`config.mk`:
```
export PLATFORM = sky130hd
export DESIGN_NAME = dual_timer_counter_core
export DESIGN_NICKNAME = d
export VERILOG_FILES = /design/src/timer_pkg.sv /design/src/dual_timer_counter_core.sv /design/src/timer_rate_gen.sv /design/src/timer_channel.sv
export VERILOG_INCLUDE_DIRS = /design/src
export SDC_FILE = /design/constraint.sdc
export NUM_CORES = 1
export LEC_CHECK = 0
export BUFFER_PORTS_ARGS = -buffer_cell sky130_fd_sc_hd__buf_2
export CAP_MARGIN = 20
export CORE_MARGIN = 2
export CORE_UTILIZATION = 55
export DETAILED_ROUTE_END_ITERATION = 7
export PLACE_DENSITY = 0.8
export REMOVE_ABC_BUFFERS = 1
export SYNTH_ARGS = -nofsm -noshare
export SYNTH_HDL_FRONTEND = slang
export SYNTH_SLANG_ARGS = --single-unit
```
`constraint.sdc`:
```
create_clock -name mclk -period 2.8 [get_ports mclk]
set_clock_uncertainty 0.05 [all_clocks]
set_input_delay 0.42 -clock mclk [delete_from_list [all_inputs] [get_ports mclk]]
set_output_delay 0.42 -clock mclk [all_outputs]
set_load 0.01 [all_outputs]
```
`src/timer_consts.svh`:
```
// Register offsets, field positions, reset values and timing counts of the timer block
`ifndef TIMER_CONSTS_SVH
`define TIMER_CONSTS_SVH
`define OFF_CONTROL 12'h000
`define OFF_MODE 12'h004
`define OFF_CLKCFG 12'h008
`define OFF_A_LOW 12'h00C
`define OFF_A_HIGH 12'h010
`define OFF_B_LOW 12'h014
`define OFF_B_HIGH 12'h018
`define OFF_INTACK 12'h01C
`define OFF_STATUS 12'h020
`define CTL_A_RUN 4
`define CTL_A_FLAG 5
`define CTL_B_RUN 6
`define CTL_B_FLAG 7
`define CLK_A_SEL 0
`define CLK_B_SEL 1
`define CLK_DOUBLE 2
`define MODE_A_LSB 0
`define MODE_B_LSB 4
`define RST_BYTE 8'h00
`define PER_CLOCKS 6
`define PRESCALE_MASK 8'h1F
`endif

```
`src/timer_pkg.sv`:
```
// Types shared by the timer block
package timer_pkg;
   typedef enum logic [1:0] {
      MODE_13BIT = 2'b00,
      MODE_16BIT = 2'b01,
      MODE_RELOAD = 2'b10,
      MODE_SPLIT = 2'b11
   } timer_mode_e;
   typedef enum logic [1:0] {
      BUS_IDLE = 2'b00,
      BUS_WRITE = 2'b01,
      BUS_READ = 2'b10
   } bus_phase_e;
endpackage

```
`src/dual_timer_counter_core.sv`:
```
// Two 16-bit timer/counters with an AHB-Lite register slave
`timescale 1ns/1ps
`include "timer_consts.svh"
module dual_timer_counter_core
   import timer_pkg::*;
(
   // Clock and reset
   input wire logic mclk,
   input wire logic rst_n,
   // AHB-Lite slave
   input wire logic hsel,
   input wire logic [11:0] haddr,
   input wire logic [1:0] htrans,
   input wire logic hwrite,
   input wire logic [2:0] hsize,
   input wire logic [31:0] hwdata,
   input wire logic hready,
   output logic [31:0] hrdata,
   output logic hreadyout,
   output logic hresp,
   // External pins
   input wire logic count_pin_a,
   input wire logic count_pin_b,
   input wire logic external_interrupt_pin_a,
   input wire logic external_interrupt_pin_b,
   // Interrupt vectoring acknowledge from the processor
   input wire logic vector_ack_a,
   input wire logic vector_ack_b,
   // Interrupt requests
   output logic irq_a,
   output logic irq_b
);
   logic [7:0] control_register;
   logic [7:0] mode_register;
   logic [2:0] clock_config_register;
   logic [11:0] wr_addr;
   bus_phase_e phase;
   wire [7:0] low_a;
   wire [7:0] high_a;
   wire [7:0] low_b;
   wire [7:0] high_b;
   wire ovf_a;
   wire ovf_b;
   wire tick_a;
   wire tick_b;
   wire take;
   wire wr_now;
   wire [31:0] next_rdata;
   wire clear_a;
   wire clear_b;
   wire [7:0] next_control;

   // Address phase accepted
   assign take = hsel && hready && htrans[1];
   assign wr_now = (phase == BUS_WRITE);

   // Per-timer rate generators
   timer_rate_gen gen_a (
      .mclk(mclk),
      .rst_n(rst_n),
      .clock_select(clock_config_register[`CLK_A_SEL]),
      .double_speed_mode(clock_config_register[`CLK_DOUBLE]),
      .per_cycle_tick(tick_a)
   );
   timer_rate_gen gen_b (
      .mclk(mclk),
      .rst_n(rst_n),
      .clock_select(clock_config_register[`CLK_B_SEL]),
      .double_speed_mode(clock_config_register[`CLK_DOUBLE]),
      .per_cycle_tick(tick_b)
   );

   // Timer A on low mode nibble and control bits 4,5
   timer_channel chan_a (
      .mclk(mclk),
      .rst_n(rst_n),
      .per_cycle_tick(tick_a),
      .count_pin(count_pin_a),
      .external_interrupt_pin(external_interrupt_pin_a),
      .run_control_bit(control_register[`CTL_A_RUN]),
      .gate_enable_bit(mode_register[`MODE_A_LSB + 3]),
      .source_select(mode_register[`MODE_A_LSB + 2]),
      .mode_select(mode_register[`MODE_A_LSB + 1 : `MODE_A_LSB]),
      .load_low(wr_now && wr_addr == `OFF_A_LOW),
      .load_high(wr_now && wr_addr == `OFF_A_HIGH),
      .load_data(hwdata[7:0]),
      .count_low_byte(low_a),
      .count_high_byte(high_a),
      .overflow_pulse(ovf_a)
   );
   // Timer B on high mode nibble and control bits 6,7
   timer_channel chan_b (
      .mclk(mclk),
      .rst_n(rst_n),
      .per_cycle_tick(tick_b),
      .count_pin(count_pin_b),
      .external_interrupt_pin(external_interrupt_pin_b),
      .run_control_bit(control_register[`CTL_B_RUN]),
      .gate_enable_bit(mode_register[`MODE_B_LSB + 3]),
      .source_select(mode_register[`MODE_B_LSB + 2]),
      .mode_select(mode_register[`MODE_B_LSB + 1 : `MODE_B_LSB]),
      .load_low(wr_now && wr_addr == `OFF_B_LOW),
      .load_high(wr_now && wr_addr == `OFF_B_HIGH),
      .load_data(hwdata[7:0]),
      .count_low_byte(low_b),
      .count_high_byte(high_b),
      .overflow_pulse(ovf_b)
   );

   // Flag clears from vectoring or the acknowledge register; set wins
   assign clear_a = vector_ack_a || (wr_now && wr_addr == `OFF_INTACK && hwdata[0]);
   assign clear_b = vector_ack_b || (wr_now && wr_addr == `OFF_INTACK && hwdata[1]);

   // Control register update: software write, then clears, then overflow sets
   function automatic logic [7:0] control_update(input logic [7:0] cur);
      logic [7:0] v;
      v = cur;
      if (wr_now && wr_addr == `OFF_CONTROL)
         v = hwdata[7:0];
      if (clear_a)
         v[`CTL_A_FLAG] = 1'b0;
      if (clear_b)
         v[`CTL_B_FLAG] = 1'b0;
      if (ovf_a)
         v[`CTL_A_FLAG] = 1'b1;
      if (ovf_b)
         v[`CTL_B_FLAG] = 1'b1;
      return v;
   endfunction
   assign next_control = control_update(control_register);

   // Read multiplexer
   assign next_rdata =
      (haddr == `OFF_CONTROL) ? {24'h00_0000, control_register} :
      (haddr == `OFF_MODE) ? {24'h00_0000, mode_register} :
      (haddr == `OFF_CLKCFG) ? {29'h0000_0000, clock_config_register} :
      (haddr == `OFF_A_LOW) ? {24'h00_0000, low_a} :
      (haddr == `OFF_A_HIGH) ? {24'h00_0000, high_a} :
      (haddr == `OFF_B_LOW) ? {24'h00_0000, low_b} :
      (haddr == `OFF_B_HIGH) ? {24'h00_0000, high_b} :
      (haddr == `OFF_STATUS) ? {30'h0000_0000, control_register[`CTL_B_FLAG],
                                control_register[`CTL_A_FLAG]} :
      32'h0000_0000;

   // Bus phase tracking; zero-wait slave
   always_ff @(posedge mclk)
   begin
      if (!rst_n)
      begin
         phase <= BUS_IDLE;
         wr_addr <= 12'h000;
         hrdata <= 32'h0000_0000;
      end
      else
      begin
         if (take && hwrite)
            phase <= BUS_WRITE;
         else if (take)
            phase <= BUS_READ;
         else if (hready)
            phase <= BUS_IDLE;
         if (take)
            wr_addr <= haddr;
         if (take && !hwrite)
            hrdata <= next_rdata;
      end
   end

   // Static bus answers
   always_ff @(posedge mclk)
   begin
      if (!rst_n)
      begin
         hreadyout <= 1'b0;
         hresp <= 1'b0;
      end
      else
      begin
         hreadyout <= 1'b1;
         hresp <= 1'b0;
      end
   end

   // Software-visible configuration and flags
   always_ff @(posedge mclk)
   begin
      if (!rst_n)
      begin
         control_register <= `RST_BYTE;
         mode_register <= `RST_BYTE;
         clock_config_register <= 3'h0;
         irq_a <= 1'b0;
         irq_b <= 1'b0;
      end
      else
      begin
         control_register <= next_control;
         if (wr_now && wr_addr == `OFF_MODE)
            mode_register <= hwdata[7:0];
         if (wr_now && wr_addr == `OFF_CLKCFG)
            clock_config_register <= hwdata[2:0];
         irq_a <= next_control[`CTL_A_FLAG];
         irq_b <= next_control[`CTL_B_FLAG];
      end
   end
endmodule // dual_timer_counter_core

```
`src/timer_rate_gen.sv`:
```
// Divider that yields the timer clock enable and the peripheral-cycle enable
`timescale 1ns/1ps
`include "timer_consts.svh"
module timer_rate_gen
   import timer_pkg::*;
(
   // Clock and reset
   input wire logic mclk,
   input wire logic rst_n,
   // Selection
   input wire logic clock_select,
   input wire logic double_speed_mode,
   // Enables
   output logic per_cycle_tick
);
   logic half;
   logic [2:0] per_count;
   wire timer_clk_en;
   wire last_period;

   // Undivided oscillator only when double speed and select clear
   assign timer_clk_en = (double_speed_mode && !clock_select) ? 1'b1 : half;
   assign last_period = (per_count == 3'(`PER_CLOCKS - 1));

   // Divide by 2 and then by 6 timer clock periods
   always_ff @(posedge mclk)
   begin
      if (!rst_n)
      begin
         half <= 1'b0;
         per_count <= 3'h0;
         per_cycle_tick <= 1'b0;
      end
      else
      begin
         half <= ~half;
         per_cycle_tick <= timer_clk_en && last_period;
         if (timer_clk_en)
            per_count <= last_period ? 3'h0 : per_count + 3'h1;
      end
   end
endmodule // timer_rate_gen

```
`src/timer_channel.sv`:
```
// One timer/counter: source select, gating, edge sampling and count datapath
`timescale 1ns/1ps
`include "timer_consts.svh"
module timer_channel
   import timer_pkg::*;
(
   // Clock and reset
   input wire logic mclk,
   input wire logic rst_n,
   // Enables and pins
   input wire logic per_cycle_tick,
   input wire logic count_pin,
   input wire logic external_interrupt_pin,
   // Configuration
   input wire logic run_control_bit,
   input wire logic gate_enable_bit,
   input wire logic source_select,
   input wire logic [1:0] mode_select,
   // Software preset of count bytes
   input wire logic load_low,
   input wire logic load_high,
   input wire logic [7:0] load_data,
   // Count state
   output logic [7:0] count_low_byte,
   output logic [7:0] count_high_byte,
   output logic overflow_pulse
);
   logic pin_sample;
   wire run_ok;
   wire falling;
   wire step;
   wire low_wrap;
   wire pre_wrap;
   wire high_wrap;
   wire is_13;
   wire is_16;
   wire [7:0] next_low;
   wire [7:0] next_high;

   // Gating, source and mode decode
   assign run_ok = run_control_bit && (!gate_enable_bit || external_interrupt_pin);
   assign falling = pin_sample && !count_pin;
   assign step = per_cycle_tick && run_ok && (source_select ? falling : 1'b1);
   assign is_13 = (mode_select == MODE_13BIT);
   assign is_16 = (mode_select == MODE_16BIT);
   assign low_wrap = (count_low_byte == 8'hFF);
   assign pre_wrap = (count_low_byte[4:0] == 5'h1F);
   assign high_wrap = (count_high_byte == 8'hFF);
   // 13-bit: prescaler in low five bits, upper three held; 16-bit: full cascade
   assign next_low = is_13 ? {count_low_byte[7:5], count_low_byte[4:0] + 5'h01}
                           : count_low_byte + 8'h01;
   assign next_high = count_high_byte + 8'h01;

   // Edge sample once per peripheral cycle
   always_ff @(posedge mclk)
   begin
      if (!rst_n)
         pin_sample <= 1'b0;
      else if (per_cycle_tick)
         pin_sample <= count_pin;
   end

   // Count bytes advance from their current contents
   always_ff @(posedge mclk)
   begin
      if (!rst_n)
      begin
         count_low_byte <= `RST_BYTE;
         count_high_byte <= `RST_BYTE;
         overflow_pulse <= 1'b0;
      end
      else
      begin
         overflow_pulse <= 1'b0;
         if (load_low)
            count_low_byte <= load_data;
         else if (step && (is_13 || is_16))
            count_low_byte <= next_low;
         if (load_high)
            count_high_byte <= load_data;
         else if (step && ((is_13 && pre_wrap) || (is_16 && low_wrap)))
         begin
            count_high_byte <= next_high;
            overflow_pulse <= high_wrap;
         end
      end
   end
endmodule // timer_channel

```
* Yosys cells after proc, flatten, opt, wreduce, memory -nomap -nowiden
Cells that the tools add are included.
** Operators by class
- Mux-type cells :: 33
- $add $sub $neg :: 8
- Bitwise gates (word level) :: 5
- Equal/unequal tests :: 27
- Reductions and logical operators :: 64
** Operators by type and width (number)
- 2-to-1 mux 8 bit :: 18
- equality test 12 x 5 -> 1 bit, second input constant :: 7
- equality test 12 x 4 -> 1 bit, second input constant :: 4
- logical AND 1 bit :: 34
- adder 8 x 1 -> 8 bit, second input constant :: 4
- equality test 8 bit, second input constant :: 4
- equality test 12 x 3 -> 1 bit, second input constant :: 2
- logical NOT 12 bit :: 2
- equality test 12 x 6 -> 1 bit, second input constant :: 1
- adder 5 x 1 -> 5 bit, second input constant :: 2
- equality test 5 bit, second input constant :: 2
- 2-to-1 mux 1 bit :: 10
- nonzero test 2 bit :: 5
- logical OR 1 bit :: 8
- logical NOT 1 bit :: 7
- adder 3 x 1 -> 3 bit, second input constant :: 2
- equality test 2 x 1 -> 1 bit, second input constant :: 3
- equality test 3 bit, second input constant :: 2
- 2-to-1 mux 2 bit :: 3
- 2-to-1 mux 3 bit :: 2
- OR reduction 3 bit :: 2
- NOT 1 bit :: 5
- logical NOT 2 bit :: 2
- != test 2 x 1 -> 1 bit, second input constant :: 2
- other kinds (3) :: 4
** Word-level totals
- Output and inout bits :: 36
- Register bits :: 114
- Input bits :: 60

* Longest topological paths before layout
- Word-level depth :: 9
- Mapped depth :: 8

* By module
Synthesis repeated with hierarchy kept, for this count alone.
** Unflattened totals
- Cells, all modules :: 587
- Area total of the unflattened synthesis :: 5112.4 µm²
** By module, submodules not included
- dual_timer_counter_core :: area an instance 2542.4 µm², instances 1, cells an instance 287
- timer_channel :: area an instance 1096.1 µm², instances 2, cells an instance 132
- timer_rate_gen :: area an instance 188.9 µm², instances 2, cells an instance 18

* Worst setup path before layout
OpenSTA, ideal clock, no wires.
- Path type :: register to register
- Start :: reg chan_b.count_low_byte[0]
- End :: reg chan_b.count_high_byte[5]
- Data arrival time :: 1.827 ns
- Stages on the path, launching flop included :: 9
- Data required time :: 2.676 ns
- Path slack :: 0.849 ns
- Clock period less this slack :: 1.951 ns
- Setup time :: 0.074 ns
- Path through :: dfxtp_1 > ha_1 > and3_1 > ha_1 > inv_1 > o22ai_1 > nand2_1 > or3_1 > a31oi_1
** Between the ends
- Word-level cells in the longest chain between the ends :: 5
- Elaborated cells on any way between the ends :: 7
- Classes of those cells :: eq/ne (2); reduce/logical (5)
** Ends and longest elaborated chain
- from (decl) :: RTL line timer_channel.sv:24 : output logic [7:0] count_low_byte,
- from (signal assigned) :: RTL line timer_channel.sv:68 : count_low_byte <= `RST_BYTE;
- from (signal assigned) :: RTL line timer_channel.sv:76 : count_low_byte <= load_data;
- from (signal assigned) :: RTL line timer_channel.sv:78 : count_low_byte <= next_low;
- equality test 8 bit or equality test 5 bit (tied branches) :: RTL line timer_channel.sv:46, timer_channel.sv:47
- logical AND 1 bit :: RTL line timer_channel.sv:81 : else if (step && ((is_13 && pre_wrap) || (is_16 && low_wrap)))
- logical OR 1 bit (*) :: RTL line timer_channel.sv:81
- logical AND 1 bit (*) :: RTL line timer_channel.sv:81
- nonzero test 2 bit (no source line) (*)
- to (signal assigned) :: RTL line timer_channel.sv:69 : count_high_byte <= `RST_BYTE;
- to (signal assigned) :: RTL line timer_channel.sv:80 : count_high_byte <= load_data;
- to (signal assigned) :: RTL line timer_channel.sv:83 : count_high_byte <= next_high;
- to (decl) :: RTL line timer_channel.sv:25 : output logic [7:0] count_high_byte,
Every way passes the cells marked *; elsewhere a longest branch is shown, timed or not.
A chain may end at the register's enable or synchronous reset.

* Worst setup path after layout
- Start :: reg chan_b.count_low_byte[1]
- End :: reg chan_b.count_high_byte[5]
Same word-level chain as after synthesis.

==> results.ini <==
[detailed_routing]
drcViolationCount = 0
wl_met2_um = 5694
ant_nets = 0
top_layer_used = met4
drt-pass1-iter-count = 5
routed-wl-met3_um = 1026
dr.first_iter.drc_count = 398
post_drt_wl_per_cell_um = 17.52
wirelength_um = 12140
routedLengthMet1_um = 4930
viasPerCell = 6.153
vias = 4264

[worst_setup_path]
criticalPathCategory = reg -> reg
r2r_slack_ps = 570
path_buf_inv = 1
worstSetupStartpointType = flip-flop
worstPathRequired_ps = 3040
crit_chain = ha_1, and3_1, ha_1, inv_1, o22ai_1, nand2_1, or3_1, a31oi_1
crit_family = simple AND/OR/NAND/NOR gates
crit_fanout = 6
cpPeakStageDelay_ps = 390
worst_setup_path_end_kind = flip-flop
endpoint = chan_b.count_high_byte[5]$_SDFFE_PN0P_
reg2reg_from = chan_b.count_low_byte[1]$_SDFFE_PN0P_
crit_start = chan_b.count_low_byte[1]$_SDFFE_PN0P_
cp.depth = 8
cp.arrival_ps = 2470
cpMostUsedCell = ha_1
reg2regPathDepth = 8
r2r_end = chan_b.count_high_byte[5]$_SDFFE_PN0P_
crit_slowest_cell = dfxtp_1

[global_routing]
grt_max_degree = 49
grt.overflow.total = 0
grt_pass1_vias = 3957
antenna_found_initial = 0
track_usage_pct = 27.13
grt_pass1_wl_um = 19150

[synth]
synth-seq-cells = 88
postSynth.asyncResetShare_pct = 0
synth_top_area_share_pct = 37.87
synth_cell_types = 59
synth.yosys.seq_area_share_pct = 37.87
synth_warnings = 0
synth_top_cells_by_area = dfxtp_1, a21oi_1, mux2i_1
syn_area_sq_mm = 0.004652
synth_edf_count = 0
synthCells = 551
ys.flop_type = dfxtp_1
avgSynthCellArea_sq_um = 8.443
yosysTopAreaCell = dfxtp_1

[sta]
slew_viol_final = 0
worst_slew_pin_slew_ps = 762.5
max_freq_ghz = 0.4490
post-route-period-util_pct = 79.53
rsz0062_at_grt = false
slew_headroom_pct = 48.45
fin_crit_ps = 2227
hold_violations = 0
finalSetupTns_ps = 0
finalSetupViolations = 0

[cells_and_area]
antenna_cells = 0
finalNonFillerCells = 693
layout-drive-gt1-share_pct = 14.97
layout_common_cells = dfxtp_1, a21oi_1, nand2_1
syn_to_final_growth_pct = 8.365
final_common_cell = dfxtp_1
finalNetCount = 649

[floorplan]
start_util_pct = 56.62
die_area_sq_mm = 0.009209
core-area_sq_mm = 0.008217
fp.dieW_um = 95.97
rows = 33
die_h_um = 95.97
io_pins = 96

[cts]
h-tree-depth = 3
clk_pin_slew_ps = 90
postCtsHoldBufs = 0
cts_buffer_depth = 2
cts_inserted_buffers = 9
cts_tree = done
cts_resized = 0
cts_sinks = 88
cts_root_buffer = clkbuf_8
post-cts-setup-buffers = 0
clkLatencyLatePin_ps = 370

[hold_path]
hp-start = haddr[0]
hp-class = in -> reg

[pwr]
vdd_drop_max_mv = 0.3004
p_per_area_mw_per_mm2 = 471.9
p_leak_nw = 1.969

[place]
dp_hpwl_um = 8619
gp_congestion = 0.9280
port_buffers = 42
placed_cells = 677

[run]
cap_violations = 0

[outcome]
outcome = complete, no violations

-- state kept, by name (all words and copies together), names as in the netlist, 2 cells and up --
register	flops
chan_a.count_high_byte	8
chan_a.count_low_byte	8
chan_b.count_high_byte	8
chan_b.count_low_byte	8
clock_config_register	3
control_register	7
gen_a.per_count	3
gen_b.per_count	3
hrdata	8
mode_register	8
phase	2
wr_addr	12
-- report_power, final --
part	internal [W]	switching (W)	total, W
registers	0.00127	0.0000176	0.00129
logic	0.0000592	0.000126	0.000185
clock network	0.000420	0.000487	0.000907
total	0.00175	0.000631	0.00238
-- layout make-up --
type	count	area, sq um
Fill cell	709	3176
Tap cell	105	131.4
Multi-Input combinational cell	427	2655
Inverter	8	30.03
Clock buffer	9	123.9
Timing Repair Buffer	49	262.8
Sequential cell	88	1762
Clock inverter	7	76.32
-- worst min-delay path by stage --
stage               slack, ps                 endpoint  cells after the start
floorplan                 340    gen_a.half$_SDFF_PN0_                      1
global placement          350    gen_b.half$_SDFF_PN0_                      1
detailed placement        360    gen_a.half$_SDFF_PN0_                      1
CTS                       230  wr_addr[0]$_SDFFE_PN0P_                      3
global route              250  wr_addr[8]$_SDFFE_PN0P_                      3
finish                    240  wr_addr[0]$_SDFFE_PN0P_                      3
-- per-layer routing --
layer,up-vias,GRT usage (%)
li1,2005,-
met1,1996,33.89
met2,214,44.64
met3,49,6.500
met4,0,11.67
met5,-,0
-- cells by family (layout without fill, tap and decap cells) --
family / after synthesis / count (layout) / synth area share [%]
buf+inv: 60 / 73 / 6.993
xor+xnor: 22 / 22 / 4.142
mux: 36 / 36 / 7.935
compound gates: 142 / 142 / 18.26
other cells: 1 / 25 / 0.08061
fa+ha+maj: 6 / 6 / 1.614
simple gates: 196 / 196 / 23.10
flops: 88 / 88 / 37.87
-- through the flow --
stage               instance area [sq um]  hold WS [ps]  total power, W  util [%]  setup WS (ps)
global placement                     4841         350.7        0.001489     58.92          647.8
global route                         5041         254.7        0.002463     61.35          387.8
finish                               5041         243.5        0.002379     61.35          573.0
floorplan                            4447         341.2        0.001403         -          668.3
detailed placement                   4841         360.6        0.001495     58.92          614.7
CTS                                  5041         234.4        0.002388     61.35          587.2
-- synth_stat cells, drive strengths merged (2+ instances only) --
library cell,n
dfxtp,88
a21oi,66
nand2,57
o21ai,47
buf,30
nor2,30
mux2i,29
nand3,26
clkbuf,22
xor2,19
and3,18
nand4,16
nor3,9
inv,7
mux2,7
nor3b,7
ha,6
a22oi,5
nor2b,5
nor4,5
nand2b,4
a211oi,3
a31oi,3
and2,3
nand3b,3
o21a,3
or3,3
xnor2,3
a221oi,2
a311oi,2
and4,2
nand4b,2
o211ai,2
o22ai,2
or4,2
-- worst min-delay path, cell delays in order --
cell	delay, ps
buf_2	100
nand2_1	50
a21oi_1	50
Power figures use the tool's default switching activity.
